### src/verilog/mep_params.svh
// Register offsets, field positions, reset values and timing figures of the motion parameter bank
`ifndef MEP_PARAMS_SVH
`define MEP_PARAMS_SVH
`define MEP_ADDR_W 8
`define MEP_OFS_FF_DELAY 8'h22
`define MEP_OFS_FF_THRESH 8'h23
`define MEP_OFS_HYST_MODE 8'h24
`define MEP_OFS_SHK_DELAY 8'h25
`define MEP_OFS_SHK_THRESH 8'h26
`define MEP_OFS_MOT_COUNT 8'h27
`define MEP_OFS_MOT_THRESH 8'h28
`define MEP_OFS_RSVD_A 8'h29
`define MEP_OFS_KNK_TIMING 8'h2a
`define MEP_OFS_KNK_SAMP_TH 8'h2b
`define MEP_OFS_TILT_CFG 8'h2c
`define MEP_OFS_TILT_ANGLE 8'h2d
`define MEP_OFS_LVL_ANGLE 8'h2e
`define MEP_OFS_LVL_HOLD 8'h2f
`define MEP_OFS_RSVD_B 8'h30
`define MEP_OFS_RSVD_C 8'h31
`define MEP_RST_FF_DELAY 8'h09
`define MEP_RST_FF_THRESH 8'h30
`define MEP_RST_FF_MODE 1'h0
`define MEP_RST_FF_HYST 2'h1
`define MEP_RST_SHK_HYST 2'h2
`define MEP_RST_SHK_DELAY 8'h0f
`define MEP_RST_SHK_THRESH 8'hc0
`define MEP_RST_MOT_COUNT 2'h0
`define MEP_RST_MOT_THRESH 8'h14
`define MEP_RST_KNK_QUIET 1'h0
`define MEP_RST_KNK_SHOCK 1'h0
`define MEP_RST_KNK_WINDOW 3'h4
`define MEP_RST_KNK_SAMP 2'h0
`define MEP_RST_KNK_THRESH 5'h0a
`define MEP_RST_TILT_HYST 3'h1
`define MEP_RST_TILT_BLOCK 2'h2
`define MEP_RST_TILT_MODE 2'h0
`define MEP_RST_TILT_ANGLE 6'h08
`define MEP_RST_LVL_ANGLE 6'h08
`define MEP_RST_LVL_HOLD 2'h1
// Field positions (low bit) inside their bytes
`define MEP_POS_FF_HYST 0
`define MEP_POS_FF_MODE 2
`define MEP_POS_SHK_HYST 6
`define MEP_POS_KNK_WINDOW 0
`define MEP_POS_KNK_SHOCK 6
`define MEP_POS_KNK_QUIET 7
`define MEP_POS_KNK_THRESH 0
`define MEP_POS_KNK_SAMP 6
`define MEP_POS_TILT_MODE 0
`define MEP_POS_TILT_BLOCK 2
`define MEP_POS_TILT_HYST 4
`define MEP_POS_LVL_HOLD 4
// Timing figures in ms
`define MEP_DELAY_STEP_MS 2
`define MEP_KNK_QUIET_LONG_MS 30
`define MEP_KNK_QUIET_SHORT_MS 20
`define MEP_KNK_SHOCK_SHORT_MS 50
`define MEP_KNK_SHOCK_LONG_MS 75
`define MEP_LVL_HOLD_STEP_MS 512
`endif

### src/verilog/mep_pkg.sv
// Types shared by the motion parameter bank
package mep_pkg;
  typedef struct packed {
    logic [7:0] addr;
    logic [7:0] wdata;
    logic wr;
    logic rd;
  } mep_req_s;
  typedef struct packed {
    logic [7:0] ffDelay;
    logic [7:0] ffThreshold;
    logic ffSumMode;
    logic [1:0] freefall_hysteresis;
    logic [1:0] shock_hysteresis;
    logic [7:0] shkDelay;
    logic [7:0] shock_threshold;
    logic [1:0] motCount;
    logic [7:0] motion_threshold;
    logic knkQuietShort;
    logic knkShockLong;
    logic [2:0] knkWindow;
    logic [1:0] knkSamples;
    logic [4:0] knock_threshold;
    logic [2:0] tiltHyst;
    logic [1:0] tiltBlock;
    logic [1:0] tiltMode;
    logic [5:0] tiltAngle;
    logic [5:0] lvlAngle;
    logic [1:0] lvlHold;
  } mep_cfg_s;
  typedef enum logic [1:0] {
    MEP_BLK_NONE = 2'h0,
    MEP_BLK_ANGLE = 2'h1,
    MEP_BLK_ANGLE_SLOPE = 2'h2,
    MEP_BLK_FULL = 2'h3
  } mep_block_e;
  typedef enum logic [1:0] {
    MEP_TM_SYM = 2'h0,
    MEP_TM_HIGH_ASYM = 2'h1,
    MEP_TM_LOW_ASYM = 2'h2,
    MEP_TM_SYM2 = 2'h3
  } mep_tilt_mode_e;
endpackage : mep_pkg

### src/verilog/mep_regs.sv
// Parameter register bank for the motion-event engine
`timescale 1ns/1ns
`include "mep_params.svh"

// Operation
// - Freefall delay 8 bits, (value+1)*2 ms, resets to 0x09.
// - Freefall threshold 8 bits, 7.81 mg per count, resets to 0x30.
// - Freefall mode bit: 0 per-axis, 1 summed; resets per-axis.
// - Freefall hysteresis 2 bits, 125 mg steps, resets to 01b.
// - Shock hysteresis 2 bits, range scaled step, resets to 10b.
// - Shock delay 8 bits, (value+1)*2 ms, resets to 0x0F.
// - Shock threshold 8 bits, range scaled step, resets to 0xC0.
// - Motion sample count 2 bits, N = value+1, resets to 00b.
// - Motion threshold 8 bits in data LSBs, resets to 0x14.
// - Knock quiet bit: 30 ms cleared, 20 ms set; resets cleared.
// - Knock shock bit: 50 ms cleared, 75 ms set; resets cleared.
// - Double-knock window 3 bits, 50 to 700 ms, resets to 100b.
// - Knock samples after wake 2 bits: 2,4,8,16; resets 00b.
// - Knock threshold 5 bits, range scaled step, resets to 0x0A.
// - Tilt hysteresis 3 bits, 62.5 mg step, resets to 001b.
// - Tilt blocking selector 2 bits, four blocking kinds, resets 10b.
// - Tilt threshold mode 2 bits, sym/high/low asym, resets 00b.
// - Tilt blocking angle 6 bits, 0 to 44.8 deg, resets 0x08.
// - Level angle 6 bits, 0 to 44.8 deg, resets 0x08.
// - Level hold 2 bits: 0, 512, 1024, 2048 ms; resets 01b.
// - Reserved addresses 0x29, 0x30, 0x31 have no function.
// - Freefall event produced only one cycle after raw event and enable bit are both set.
module mep_regs #(
  parameter int CLK_HZ = 10000000
) (
  input wire logic mclk,
  input wire logic rst,
  input wire logic [7:0] regAddr,
  input wire logic [7:0] regWdata,
  input wire logic regWr,
  input wire logic regRd,
  output logic [7:0] regRdata,
  output logic regHit,
  input wire logic ffEventEn,
  input wire logic ffEventRaw,
  output logic ffEvent,
  output mep_pkg::mep_cfg_s cfg,
  output logic [15:0] ffDelayMs,
  output logic [15:0] shkDelayMs,
  output logic [15:0] knkQuietMs,
  output logic [15:0] knkShockMs,
  output logic [15:0] knkWindowMs,
  output logic [4:0] knkSampleCount,
  output logic [2:0] motSampleCount,
  output logic [15:0] lvlHoldMs
);
  import mep_pkg::*;

  mep_cfg_s cfg_r;
  logic [7:0] rdata_r;
  logic hit_r;
  logic ffEvent_r;

  // Decode used by the read path only, for the hit flag
  function automatic logic isMapped(input logic [7:0] a);
    isMapped = (a >= `MEP_OFS_FF_DELAY) && (a <= `MEP_OFS_LVL_HOLD) &&
      (a != `MEP_OFS_RSVD_A);
  endfunction : isMapped

  // Image of a register as software reads it; unused bits fixed at zero
  function automatic logic [7:0] readImage(input mep_cfg_s c, input logic [7:0] a);
    logic [7:0] v;
    v = 8'h00;
    case (a)
      `MEP_OFS_FF_DELAY: v = c.ffDelay;
      `MEP_OFS_FF_THRESH: v = c.ffThreshold;
      `MEP_OFS_HYST_MODE:
      begin
        v[`MEP_POS_FF_HYST +: 2] = c.freefall_hysteresis;
        v[`MEP_POS_FF_MODE] = c.ffSumMode;
        v[`MEP_POS_SHK_HYST +: 2] = c.shock_hysteresis;
      end
      `MEP_OFS_SHK_DELAY: v = c.shkDelay;
      `MEP_OFS_SHK_THRESH: v = c.shock_threshold;
      `MEP_OFS_MOT_COUNT: v[1:0] = c.motCount;
      `MEP_OFS_MOT_THRESH: v = c.motion_threshold;
      `MEP_OFS_KNK_TIMING:
      begin
        v[`MEP_POS_KNK_WINDOW +: 3] = c.knkWindow;
        v[`MEP_POS_KNK_SHOCK] = c.knkShockLong;
        v[`MEP_POS_KNK_QUIET] = c.knkQuietShort;
      end
      `MEP_OFS_KNK_SAMP_TH:
      begin
        v[`MEP_POS_KNK_THRESH +: 5] = c.knock_threshold;
        v[`MEP_POS_KNK_SAMP +: 2] = c.knkSamples;
      end
      `MEP_OFS_TILT_CFG:
      begin
        v[`MEP_POS_TILT_MODE +: 2] = c.tiltMode;
        v[`MEP_POS_TILT_BLOCK +: 2] = c.tiltBlock;
        v[`MEP_POS_TILT_HYST +: 3] = c.tiltHyst;
      end
      `MEP_OFS_TILT_ANGLE: v[5:0] = c.tiltAngle;
      `MEP_OFS_LVL_ANGLE: v[5:0] = c.lvlAngle;
      `MEP_OFS_LVL_HOLD: v[`MEP_POS_LVL_HOLD +: 2] = c.lvlHold;
      default: v = 8'h00;
    endcase
    readImage = v;
  endfunction : readImage

  // Register writes; each field keeps only its documented bits
  always_ff @(posedge mclk or posedge rst)
  begin
    if (rst)
    begin
      cfg_r.ffDelay <= `MEP_RST_FF_DELAY;
      cfg_r.ffThreshold <= `MEP_RST_FF_THRESH;
      cfg_r.ffSumMode <= `MEP_RST_FF_MODE;
      cfg_r.freefall_hysteresis <= `MEP_RST_FF_HYST;
      cfg_r.shock_hysteresis <= `MEP_RST_SHK_HYST;
      cfg_r.shkDelay <= `MEP_RST_SHK_DELAY;
      cfg_r.shock_threshold <= `MEP_RST_SHK_THRESH;
      cfg_r.motCount <= `MEP_RST_MOT_COUNT;
      cfg_r.motion_threshold <= `MEP_RST_MOT_THRESH;
      cfg_r.knkQuietShort <= `MEP_RST_KNK_QUIET;
      cfg_r.knkShockLong <= `MEP_RST_KNK_SHOCK;
      cfg_r.knkWindow <= `MEP_RST_KNK_WINDOW;
      cfg_r.knkSamples <= `MEP_RST_KNK_SAMP;
      cfg_r.knock_threshold <= `MEP_RST_KNK_THRESH;
      cfg_r.tiltHyst <= `MEP_RST_TILT_HYST;
      cfg_r.tiltBlock <= `MEP_RST_TILT_BLOCK;
      cfg_r.tiltMode <= `MEP_RST_TILT_MODE;
      cfg_r.tiltAngle <= `MEP_RST_TILT_ANGLE;
      cfg_r.lvlAngle <= `MEP_RST_LVL_ANGLE;
      cfg_r.lvlHold <= `MEP_RST_LVL_HOLD;
    end
    else if (regWr)
    begin
      case (regAddr)
        `MEP_OFS_FF_DELAY: cfg_r.ffDelay <= regWdata;
        `MEP_OFS_FF_THRESH: cfg_r.ffThreshold <= regWdata;
        `MEP_OFS_HYST_MODE:
        begin
          cfg_r.freefall_hysteresis <= regWdata[`MEP_POS_FF_HYST +: 2];
          cfg_r.ffSumMode <= regWdata[`MEP_POS_FF_MODE];
          cfg_r.shock_hysteresis <= regWdata[`MEP_POS_SHK_HYST +: 2];
        end
        `MEP_OFS_SHK_DELAY: cfg_r.shkDelay <= regWdata;
        `MEP_OFS_SHK_THRESH: cfg_r.shock_threshold <= regWdata;
        `MEP_OFS_MOT_COUNT: cfg_r.motCount <= regWdata[1:0];
        `MEP_OFS_MOT_THRESH: cfg_r.motion_threshold <= regWdata;
        `MEP_OFS_KNK_TIMING:
        begin
          cfg_r.knkWindow <= regWdata[`MEP_POS_KNK_WINDOW +: 3];
          cfg_r.knkShockLong <= regWdata[`MEP_POS_KNK_SHOCK];
          cfg_r.knkQuietShort <= regWdata[`MEP_POS_KNK_QUIET];
        end
        `MEP_OFS_KNK_SAMP_TH:
        begin
          cfg_r.knock_threshold <= regWdata[`MEP_POS_KNK_THRESH +: 5];
          cfg_r.knkSamples <= regWdata[`MEP_POS_KNK_SAMP +: 2];
        end
        `MEP_OFS_TILT_CFG:
        begin
          cfg_r.tiltMode <= regWdata[`MEP_POS_TILT_MODE +: 2];
          cfg_r.tiltBlock <= regWdata[`MEP_POS_TILT_BLOCK +: 2];
          cfg_r.tiltHyst <= regWdata[`MEP_POS_TILT_HYST +: 3];
        end
        `MEP_OFS_TILT_ANGLE: cfg_r.tiltAngle <= regWdata[5:0];
        `MEP_OFS_LVL_ANGLE: cfg_r.lvlAngle <= regWdata[5:0];
        `MEP_OFS_LVL_HOLD: cfg_r.lvlHold <= regWdata[`MEP_POS_LVL_HOLD +: 2];
        default: cfg_r.ffDelay <= cfg_r.ffDelay;
      endcase
    end
  end

  // Read data stand for exactly one cycle after the strobe, zero otherwise
  always_ff @(posedge mclk or posedge rst)
  begin
    if (rst)
    begin
      rdata_r <= 8'h00;
      hit_r <= 1'b0;
    end
    else if (regRd)
    begin
      rdata_r <= readImage(cfg_r, regAddr);
      hit_r <= isMapped(regAddr);
    end
    else
    begin
      rdata_r <= 8'h00;
      hit_r <= 1'b0;
    end
  end

  // Freefall event gate; registered so it lines up with the data outputs
  always_ff @(posedge mclk or posedge rst)
  begin
    if (rst)
      ffEvent_r <= 1'b0;
    else
      ffEvent_r <= ffEventRaw & ffEventEn;
  end

  // Decoded timing in ms and sample counts for the detectors; a lookup keeps the dividers out
  always_comb
  begin
    ffDelayMs = 16'((16'(cfg_r.ffDelay) + 16'h0001) * `MEP_DELAY_STEP_MS);
    shkDelayMs = 16'((16'(cfg_r.shkDelay) + 16'h0001) * `MEP_DELAY_STEP_MS);
    knkQuietMs = cfg_r.knkQuietShort ? 16'(`MEP_KNK_QUIET_SHORT_MS)
                                     : 16'(`MEP_KNK_QUIET_LONG_MS);
    knkShockMs = cfg_r.knkShockLong ? 16'(`MEP_KNK_SHOCK_LONG_MS)
                                    : 16'(`MEP_KNK_SHOCK_SHORT_MS);
    case (cfg_r.knkWindow)
      3'h0: knkWindowMs = 16'h0032;
      3'h1: knkWindowMs = 16'h0064;
      3'h2: knkWindowMs = 16'h0096;
      3'h3: knkWindowMs = 16'h00c8;
      3'h4: knkWindowMs = 16'h00fa;
      3'h5: knkWindowMs = 16'h0177;
      3'h6: knkWindowMs = 16'h01f4;
      default: knkWindowMs = 16'h02bc;
    endcase
    knkSampleCount = 5'(5'h02 << cfg_r.knkSamples);
    motSampleCount = 3'(cfg_r.motCount) + 3'h1;
    case (cfg_r.lvlHold)
      2'h0: lvlHoldMs = 16'h0000;
      default: lvlHoldMs = 16'(`MEP_LVL_HOLD_STEP_MS << (cfg_r.lvlHold - 2'h1));
    endcase
  end

  assign cfg = cfg_r;
  assign regRdata = rdata_r;
  assign regHit = hit_r;
  assign ffEvent = ffEvent_r;
endmodule : mep_regs

### config.mk
export PLATFORM = sky130hd
export DESIGN_NAME = mep_regs
export DESIGN_NICKNAME = d
export VERILOG_FILES = /design/src/verilog/mep_pkg.sv /design/src/verilog/mep_regs.sv
export VERILOG_INCLUDE_DIRS = /design/src /design/src/verilog
export SDC_FILE = /design/constraint.sdc
export NUM_CORES = 1
export LEC_CHECK = 0
export ABC_CLOCK_PERIOD_IN_PS = 2900
export BUFFER_PORTS_ARGS = -buffer_cell sky130_fd_sc_hd__buf_2
export CORE_UTILIZATION = 25
export CTS_BUF_LIST = sky130_fd_sc_hd__clkbuf_4
export CTS_CLUSTER_DIAMETER = 30
export CTS_CLUSTER_SIZE = 14
export DETAILED_ROUTE_END_ITERATION = 12
export PLACE_DENSITY = 0.48
export SLEW_MARGIN = 5
export SYNTH_ARGS = -nofsm -noshare
export SYNTH_HDL_FRONTEND = slang
export SYNTH_SLANG_ARGS = --single-unit
### constraint.sdc
create_clock -name mclk -period 2.9 [get_ports mclk]
set_input_delay 0.145 -clock mclk [delete_from_list [all_inputs] [get_ports mclk]]
set_output_delay 0.145 -clock mclk [all_outputs]
set_load 0.01 [all_outputs]
==> results of run 1 <==
==> layout by cell type (no fill, tap or decap), types with 3 or more instances in the layout <==
master / n
sky130_fd_sc_hd__and3_1: 4
sky130_fd_sc_hd__a211oi_1: 4
sky130_fd_sc_hd__a31oi_1: 5
sky130_fd_sc_hd__nor2_2: 3
sky130_fd_sc_hd__ha_1: 3
sky130_fd_sc_hd__o31a_1: 3
sky130_fd_sc_hd__nand3_2: 5
sky130_fd_sc_hd__dfstp_2: 22
sky130_fd_sc_hd__xnor2_1: 7
sky130_fd_sc_hd__a221oi_1: 3
sky130_fd_sc_hd__xor2_1: 6
sky130_fd_sc_hd__clkinv_2: 3
sky130_fd_sc_hd__o21ai_0: 16
sky130_fd_sc_hd__nand2b_1: 5
sky130_fd_sc_hd__dlygate4sd3_1: 4
sky130_fd_sc_hd__nor2_1: 29
sky130_fd_sc_hd__inv_1: 11
sky130_fd_sc_hd__nor3_1: 5
sky130_fd_sc_hd__a21oi_1: 7
sky130_fd_sc_hd__and2_1: 6
sky130_fd_sc_hd__buf_2: 156
sky130_fd_sc_hd__dfrtp_1: 68
sky130_fd_sc_hd__conb_1: 59
sky130_fd_sc_hd__buf_4: 3
sky130_fd_sc_hd__a22oi_1: 9
sky130_fd_sc_hd__o22ai_1: 3
sky130_fd_sc_hd__nand3_1: 15
sky130_fd_sc_hd__nor2b_1: 10
sky130_fd_sc_hd__clkbuf_4: 13
sky130_fd_sc_hd__mux2_2: 79
sky130_fd_sc_hd__nand2_1: 30
sky130_fd_sc_hd__mux2i_1: 11
==> power groups by stage <==
stage               sequential, mW  clock (mW)  combinational (mW)
floorplan                     1.42           0               0.299
global placement              1.42           0               0.428
detailed placement            1.42           0               0.431
CTS                           1.40       0.737               0.436
global route                  1.41       0.780               0.472
finish                        1.40       0.714               0.432
==> per-layer routing <==
layer  GRT usage  up-vias  part of all wire
met3      0.0260       30             0.060
met4      0.0595        0             0.028
met2       0.254      213              0.47
met1       0.209     2063              0.44
met5           0        -                 0
li1            -     1877                 -
==> kinds of logic after synthesis <==
family / share of synthesized area
simple gates: 0.126
xor+xnor: 0.0220
other cells: 0.00145
flops: 0.440
buf+inv: 0.120
compound gates: 0.0812
mux: 0.202
fa+ha+maj: 0.00725
==> tightest hold or removal path, delay by kind of cell <==
kind	cells	cell delay, ns
buffers and inverters	1	0.19
AND/OR/NAND/NOR	1	0.08
AO/OA/AOI/OAI	1	0.07
==> state kept, by name, summed over array words and instances (netlist names) <==
name      count
regHit        1
ffEvent       1
regRdata      8
cfg          80
==> how the worst min path moves through the flow <==
stage	startpoint	to	slack, ns	depth (start not counted)
floorplan	regWdata[6]	cfg[31]$_DFFE_PP0P_	0.26	2
global placement	rst	ffEvent$_DFF_PP0_	0.30	2
detailed placement	rst	ffEvent$_DFF_PP0_	0.31	2
CTS	regWdata[5]	cfg[56]$_DFFE_PP0P_	0.02	3
global route	regWdata[0]	cfg[51]$_DFFE_PP1P_	0.04	3
finish	regWdata[0]	cfg[51]$_DFFE_PP1P_	0.04	3
==> timing repair <==
action,in CTS,in global routing
hold buffers,4,0
setup endpoints to repair,0,0
hold endpoints to repair,37,0
==> cell usage after synthesis, types with 3 or more instances <==
cell                       count  area share
sky130_fd_sc_hd__and3_1        4      0.0048
sky130_fd_sc_hd__mux2i_1      11       0.021
sky130_fd_sc_hd__dfstp_2      22        0.11
sky130_fd_sc_hd__ha_1          3      0.0072
sky130_fd_sc_hd__and2_1        6      0.0072
sky130_fd_sc_hd__xor2_1        6       0.010
sky130_fd_sc_hd__a211oi_1      4      0.0058
sky130_fd_sc_hd__a31oi_1       5      0.0060
sky130_fd_sc_hd__nor3_1        5      0.0048
sky130_fd_sc_hd__nand2_1      30       0.022
sky130_fd_sc_hd__dfrtp_1      68        0.33
sky130_fd_sc_hd__a22oi_1       9       0.013
sky130_fd_sc_hd__nand3_2       5      0.0097
sky130_fd_sc_hd__buf_4        64       0.093
sky130_fd_sc_hd__a21oi_1       7      0.0068
sky130_fd_sc_hd__nor2_1       29       0.021
sky130_fd_sc_hd__o22ai_1       3      0.0036
sky130_fd_sc_hd__nand3_1      15       0.014
sky130_fd_sc_hd__buf_2         6      0.0058
sky130_fd_sc_hd__xnor2_1       7       0.012
sky130_fd_sc_hd__o21ai_0      16       0.015
sky130_fd_sc_hd__mux2_2       79        0.17
sky130_fd_sc_hd__nand2b_1      5      0.0060
sky130_fd_sc_hd__nor2b_1      10       0.012
sky130_fd_sc_hd__nor2_2        3      0.0036
sky130_fd_sc_hd__clkbuf_1     12      0.0087
sky130_fd_sc_hd__inv_1        12      0.0087
sky130_fd_sc_hd__buf_1         3      0.0022
sky130_fd_sc_hd__a221oi_1      3      0.0051
sky130_fd_sc_hd__o31a_1        3      0.0051
==> layout make-up <==
cell class	instances	area share
Antenna cell	1	0.000406
Clock buffer	13	0.0158
Clock inverter	3	0.00650
Inverter	12	0.00751
Multi-Input combinational cell	352	0.405
Sequential cell	90	0.370
Tap cell	270	0.0548
Timing Repair Buffer	164	0.140
==> metrics.cfg, run 1 <==
[worst_setup_path]
critical_path.cell_chain = ha_1, nand3_1, nor2_1, and3_1, buf_2
regToRegStartpoint = cfg[16]$_DFFE_PP0P_
worstPathBufferInverterCount = 1
reg2regPathDepth = 5
worst-endpoint-required_ns = 2.76
critical_path.slowest_cell = sky130_fd_sc_hd__dfstp_2
cpPeakStageDelay_ns = 0.63
classification_of_the_worst_setup_path = reg -> out
worstPathArrival_ns = 1.91
path_delay_family = flip-flops
ff2ff_setup_slack_ns = 0.98
path_max_fanout = 6
critical_path.startpoint = cfg[52]$_DFFE_PP1P_
timing.critical_path.depth = 5
cp-endpoint = shkDelayMs[9]
timing.critical_path.to_type = primary output
reg2reg_to = regRdata[2]$_DFF_PP0_
start_kind = register

[drt]
drt_wl_total_mm = 16.4
drt.antenna.violating_nets = 0
routed-via-count = 4183
drt_first_iter_violations = 285
wl_per_cell_um = 18.2
drt_pass1_iterations = 5
detail_route.drc_violations = 0
average_via_count_per_standard_cell = 4.62

[clocking]
clock-root-buffer = sky130_fd_sc_hd__clkbuf_4
clock_tree.buffer_depth = 2
clk_pin_slew_ns = 0.12
clock_sinks = 90
post_cts.repair.setup_buffers = 0
htree_levels = 3
cts_made_buffers = 9
clock_tree_from_tritoncts = yes
clk_latency_ns = 0.47
post_cts.resized_instances = 0

[pwr]
power.ir.vdd_worst_mv = 0.164
powerDensity_nw_per_um2 = 413
p_clk_frac = 0.281
power.static_leakage_nw = 3.16
internal_power_mw = 1.79
power.sequential.fraction = 0.549
power_frac_comb = 0.170
power_switching_uw = 757
power.switching_fraction = 0.298
total_power_mw = 2.54

[logic_synthesis]
synth_cells = 483
share_of_the_yosys_chip_area_belonging_to_registers = 0.440
synth_seq_cells = 90
synth-async-reset-ratio = 1.00
postSynth.topFlopCell = sky130_fd_sc_hd__dfrtp_1
synth-edff-count = 0
syn_area_per_cell_um2 = 10.7
number_of_warnings_printed_during_yosys_synthesis = 0
syn_area_um2 = 5180
yosys.cell_types.count = 50

[placed_design]
final_weighted_congestion_of_routability_driven_global_placement = 0.887
post-dp-hpwl_mm = 12.5
post-place-ws_ns = 0.484
number_of_placed_instances_with_taps_included = 884
port-buffer-count = 156
place_area_um2 = 5980

[sta]
finalHoldViolCount = 0
worstMarginPinSlew_ns = 0.805
finalWorstPathRequiredPeriod_ns = 2.06
rsz0062_at_grt = false
max_slew_headroom = 0.463
setup_total_negative_slack_ns = 0
hold_ws_ns = 0.0367
setup_viol_count_final = 0
final.period_utilization = 0.709
post-route-worst-setup-slack_ns = 0.844
timing.clock.skew_ns = 0.0204
final-max-slew-violation-count = 0
max_clock_freq_ghz = 0.486

[finish]
final_design_area_no_fill_um2 = 6160
layout-area-overhead-vs-synth_pct = 19.0
final-seq-area_um2 = 2280
fraction_of_layout_cells_with_a_size_suffix_above_1 = 0.461
fin_cells = 905
fillCellCount = 2162
multiInputGateArea_um2 = 2500
nets = 654
postLayoutCoreUtil = 0.304

[global_route]
number_of_antenna_violations_at_the_first_check_in_global_routing = 1
global_route_total_overflow = 0
first_pass_grt_wire_length_mm = 25.2
first_global_vias = 4037
grt_start_max_net_pins = 47
total_routing_usage_reported_by_global_routing = 0.157

[die]
initial_core_util = 0.255
floorplan.core_area_um2 = 20300
floorplan.die_area_um2 = 21300
i_o_pin_count = 216
rows = 52
dieWidth_um = 146
die_h_um = 146

[run]
cap_violations = 0

[status]
run_status = finished, final reports clean

[worst_hold_path]
min_delay_worst_type = in -> reg

Note: power is estimated with default switching activity, not from simulation.
==> inputs of run 2 (changes only) <==
ABC_CLOCK_PERIOD_IN_PS = 1720   (was 2900)
PLACE_DENSITY = 0.5   (was 0.48)
clock period = 1.72 ns   (was 2.9 ns; I/O delays follow)
==> run 2 against run 1 <==
  * The flow now finishes with violations (setup timing)
  * Critical path depth is the same
  * Worst setup slack got worse by 0.98 ns
  * Clock power rose by 88%
  * Flip-flop and latch count stayed put
  * Sequential share of layout area shrank 3.7 points
  * Clock skew is 0.0016 ns higher
  * Register-to-register slack worse by 0.89 ns
  * Worst hold slack got worse by 0.0043 ns
  * Count of clock-buffer cells in the layout decreased by 3
  * Critical endpoint is now shkDelayMs[8]
  * Highest routed layer unchanged
==> metrics.cfg, run 2 (synthesized netlist as in run 1, its figures left out) <==
[finish]
fraction_of_layout_cells_with_a_size_suffix_above_1 = 0.529  ; was 0.461
nets = 729  ; was 654
fin_cells = 979  ; was 905
fillCellCount = 2139  ; was 2162
insertedDiodeCount = 0  ; was 1
largest_register_ff_count = 80  ; unchanged
layout_commonest_cell = sky130_fd_sc_hd__buf_2  ; unchanged
layout-area-overhead-vs-synth_pct = 32.5  ; was 19.0%
layout.cells.most_common_list = sky130_fd_sc_hd__buf_2 (156), sky130_fd_sc_hd__mux2_2 (78), sky130_fd_sc_hd__buf_4 (69), sky130_fd_sc_hd__dfrtp_1 (67), sky130_fd_sc_hd__conb_1 (59)  ; was sky130_fd_sc_hd__buf_2 (156), sky130_fd_sc_hd__mux2_2 (79), sky130_fd_sc_hd__dfrtp_1 (68), sky130_fd_sc_hd__conb_1 (59), sky130_fd_sc_hd__nand2_1 (30)

[worst_setup_path]
path_max_fanout = 5  ; was 6
worstPathArrival_ns = 1.77  ; was 1.91 ns
timing.critical_path.to_type = primary output  ; unchanged
worst-endpoint-required_ns = 1.63  ; was 2.76 ns
cpPeakStageDelay_ns = 0.57  ; was 0.63 ns
critical_path.cell_chain = buf_4, and4_1, nand4_1, xnor2_1, buf_2  ; was ha_1, nand3_1, nor2_1, and3_1, buf_2
critical_path.slowest_cell = sky130_fd_sc_hd__dfstp_2  ; unchanged
classification_of_the_worst_setup_path = reg -> out  ; unchanged
start_kind = register  ; unchanged

[sta]
max_clock_freq_ghz = 0.539
final.period_utilization = 1.08
rsz0062_at_grt = true  ; was false
setup_viol_count_final = 8  ; was 0
post-route-worst-setup-slack_ns = -0.134  ; was 0.844 ns
finalWorstPathRequiredPeriod_ns = 1.85
worstMarginPinSlew_ns = 0.557  ; was 0.805 ns
hold_ws_ns = 0.0324  ; was 0.0367 ns
final-max-slew-violation-count = 0  ; unchanged
timing.clock.skew_ns = 0.0220  ; was 0.0204 ns
finalHoldViolCount = 0  ; unchanged
max_slew_headroom = 0.624  ; was 0.463
setup_total_negative_slack_ns = -0.667  ; was 0 ns

[run]
cap_violations = 0  ; unchanged

[drt]
drt_wl_total_mm = 17.0  ; was 16.4 mm
highest_layer = met4  ; unchanged
average_via_count_per_standard_cell = 4.50  ; was 4.62
detail_route.drc_violations = 0  ; unchanged
detailroute.wirelength.met3_um = 983  ; was 984 um
met2_length_mm = 8.00  ; was 7.71 mm
drt.antenna.violating_nets = 0  ; unchanged
routedLengthMet1_mm = 7.69  ; was 7.27 mm
routed-via-count = 4403  ; was 4183
drt_pass1_iterations = 4  ; was 5
drt_first_iter_violations = 212  ; was 285
wl_per_cell_um = 17.3  ; was 18.2 um

[die]
dieWidth_um = 146  ; unchanged
rows = 52  ; unchanged
initial_core_util = 0.255  ; unchanged
i_o_pin_count = 216  ; unchanged
floorplan.die_area_um2 = 21300  ; unchanged
floorplan.core_area_um2 = 20300  ; unchanged
die_h_um = 146  ; unchanged

[clocking]
htree_levels = 3  ; unchanged
clk_latency_ns = 0.48  ; was 0.47 ns
clock-root-buffer = sky130_fd_sc_hd__clkbuf_4  ; unchanged
clock_tree.buffer_depth = 2  ; unchanged
clk_pin_slew_ns = 0.14  ; was 0.12 ns
clock_tree_from_tritoncts = yes  ; unchanged
clock_sinks = 90  ; unchanged
cts_made_buffers = 9  ; unchanged

[worst_hold_path]
min_delay_worst_type = in -> reg  ; unchanged

[global_route]
first_global_vias = 4140  ; was 4037
number_of_antenna_violations_at_the_first_check_in_global_routing = 0  ; was 1
first_pass_grt_wire_length_mm = 25.5  ; was 25.2 mm
total_routing_usage_reported_by_global_routing = 0.161  ; was 0.157
global_route_total_overflow = 0  ; unchanged
grt_start_max_net_pins = 91  ; was 47

[pwr]
internal_power_mw = 3.18  ; was 1.79 mW
power_switching_mw = 1.35  ; was 757 uW
power.ir.vdd_worst_mv = 0.367  ; was 0.164 mV
p_clk_frac = 0.296  ; was 0.281
power.switching_fraction = 0.298  ; about the same
powerDensity_nw_per_um2 = 661  ; was 413 nW/um2
power.sequential.fraction = 0.516  ; was 0.549
total_power_mw = 4.53  ; was 2.54 mW
power.static_leakage_nw = 3.56  ; was 3.16 nW
power_frac_comb = 0.188  ; was 0.170

[placed_design]
port-buffer-count = 156  ; unchanged
final_weighted_congestion_of_routability_driven_global_placement = 0.876  ; was 0.887
number_of_placed_instances_with_taps_included = 942  ; was 884
post-dp-hpwl_mm = 12.9  ; was 12.5 mm

[status]
failed_checks = setup timing
run_status = complete, but fails checks  ; was finished, final reports clean

-- run 2: changes by cell type in the layout (fill, tap and decap cells not counted), moves of 2 or more --
cell	delta
sky130_fd_sc_hd__buf_4	+66
sky130_fd_sc_hd__buf_6	+4
sky130_fd_sc_hd__dlygate4sd3_1	+4
sky130_fd_sc_hd__clkbuf_4	-3
sky130_fd_sc_hd__nand3_1	-3
sky130_fd_sc_hd__nor2_1	-3
sky130_fd_sc_hd__clkinvlp_4	+2
sky130_fd_sc_hd__ha_1	-2
sky130_fd_sc_hd__nand3_2	+2
sky130_fd_sc_hd__nor2_2	+2
sky130_fd_sc_hd__o21ai_0	-2
-- run 2: metrics by stage --
| step | util | instance area (um2) | setup slack, ns |
|---|---|---|---|
| floorplan | - | 5400 | 0.125 |
| global placement | 0.317 | 6430 | -0.105 |
| detailed placement | 0.317 | 6430 | -0.0844 |
| CTS | 0.334 | 6780 | -0.155 |
| global route | 0.338 | 6860 | -0.236 |
| finish | 0.338 | 6860 | -0.134 |
-- run 2: final timing paths --
| path | start | endpoint | slack, ns | cells after the start |
|---|---|---|---|---|
| worst max-delay path | cfg[51]$_DFFE_PP1P_ | shkDelayMs[8] | -0.13 | 5 |
| worst max register to register | cfg[20]$_DFFE_PP0P_ | regRdata[6]$_DFF_PP0_ | 0.09 | 5 |
| worst min-delay path | regWdata[4] | cfg[12]$_DFFE_PP0P_ | 0.03 | 2 |
| worst min register to register | cfg[33]$_DFFE_PP0P_ | cfg[33]$_DFFE_PP0P_ | 0.55 | 1 |
| max in group asynchronous | rst | cfg[18]$_DFFE_PP1P_ | 1.04 | 4 |
| min in group asynchronous | rst | ffEvent$_DFF_PP0_ | 0.26 | 4 |
-- run 2: cell type report --
| type | count | area [um2] | area share |
|---|---|---|---|
| inverter | 12 | 48.8 | 0.00711 |
| tap | 270 | 338 | 0.0492 |
| clock buffer | 10 | 75.1 | 0.0109 |
| multi-input combinational | 352 | 2570 | 0.375 |
| sequential | 90 | 2280 | 0.332 |
| timing repair buffer | 239 | 1460 | 0.213 |
| clock inverter | 6 | 81.3 | 0.0119 |
-- run 2: power groups by stage --
stage	Clock (mW)	Sequential [mW]	Combinational, mW
detailed placement	0	2.39	0.803
floorplan	0	2.40	0.504
finish	1.34	2.34	0.850
global placement	0	2.38	0.802
global route	1.47	2.36	0.925
CTS	1.39	2.34	0.848
-- run 2: timing repair --
action,CTS,global route
hold endpoints to repair,82,0
buffers inserted,8,5
setup endpoints to repair,12,18
pin swaps,5,6
hold buffers,8,0
gates resized for setup,12,13
-- run 2: worst max-delay path: cells and delay by family (launching register included) --
family        cells  cell delay, ns
simple gates      2            0.29
flops             1            0.57
buf+inv           2            0.28
xor+xnor          1            0.14
-- run 2: routing by layer --
layer	track usage	vias up
li1	-	2019
met1	0.216	2189
met2	0.256	174
met3	0.0373	21
met4	0.0511	0
met5	0	-
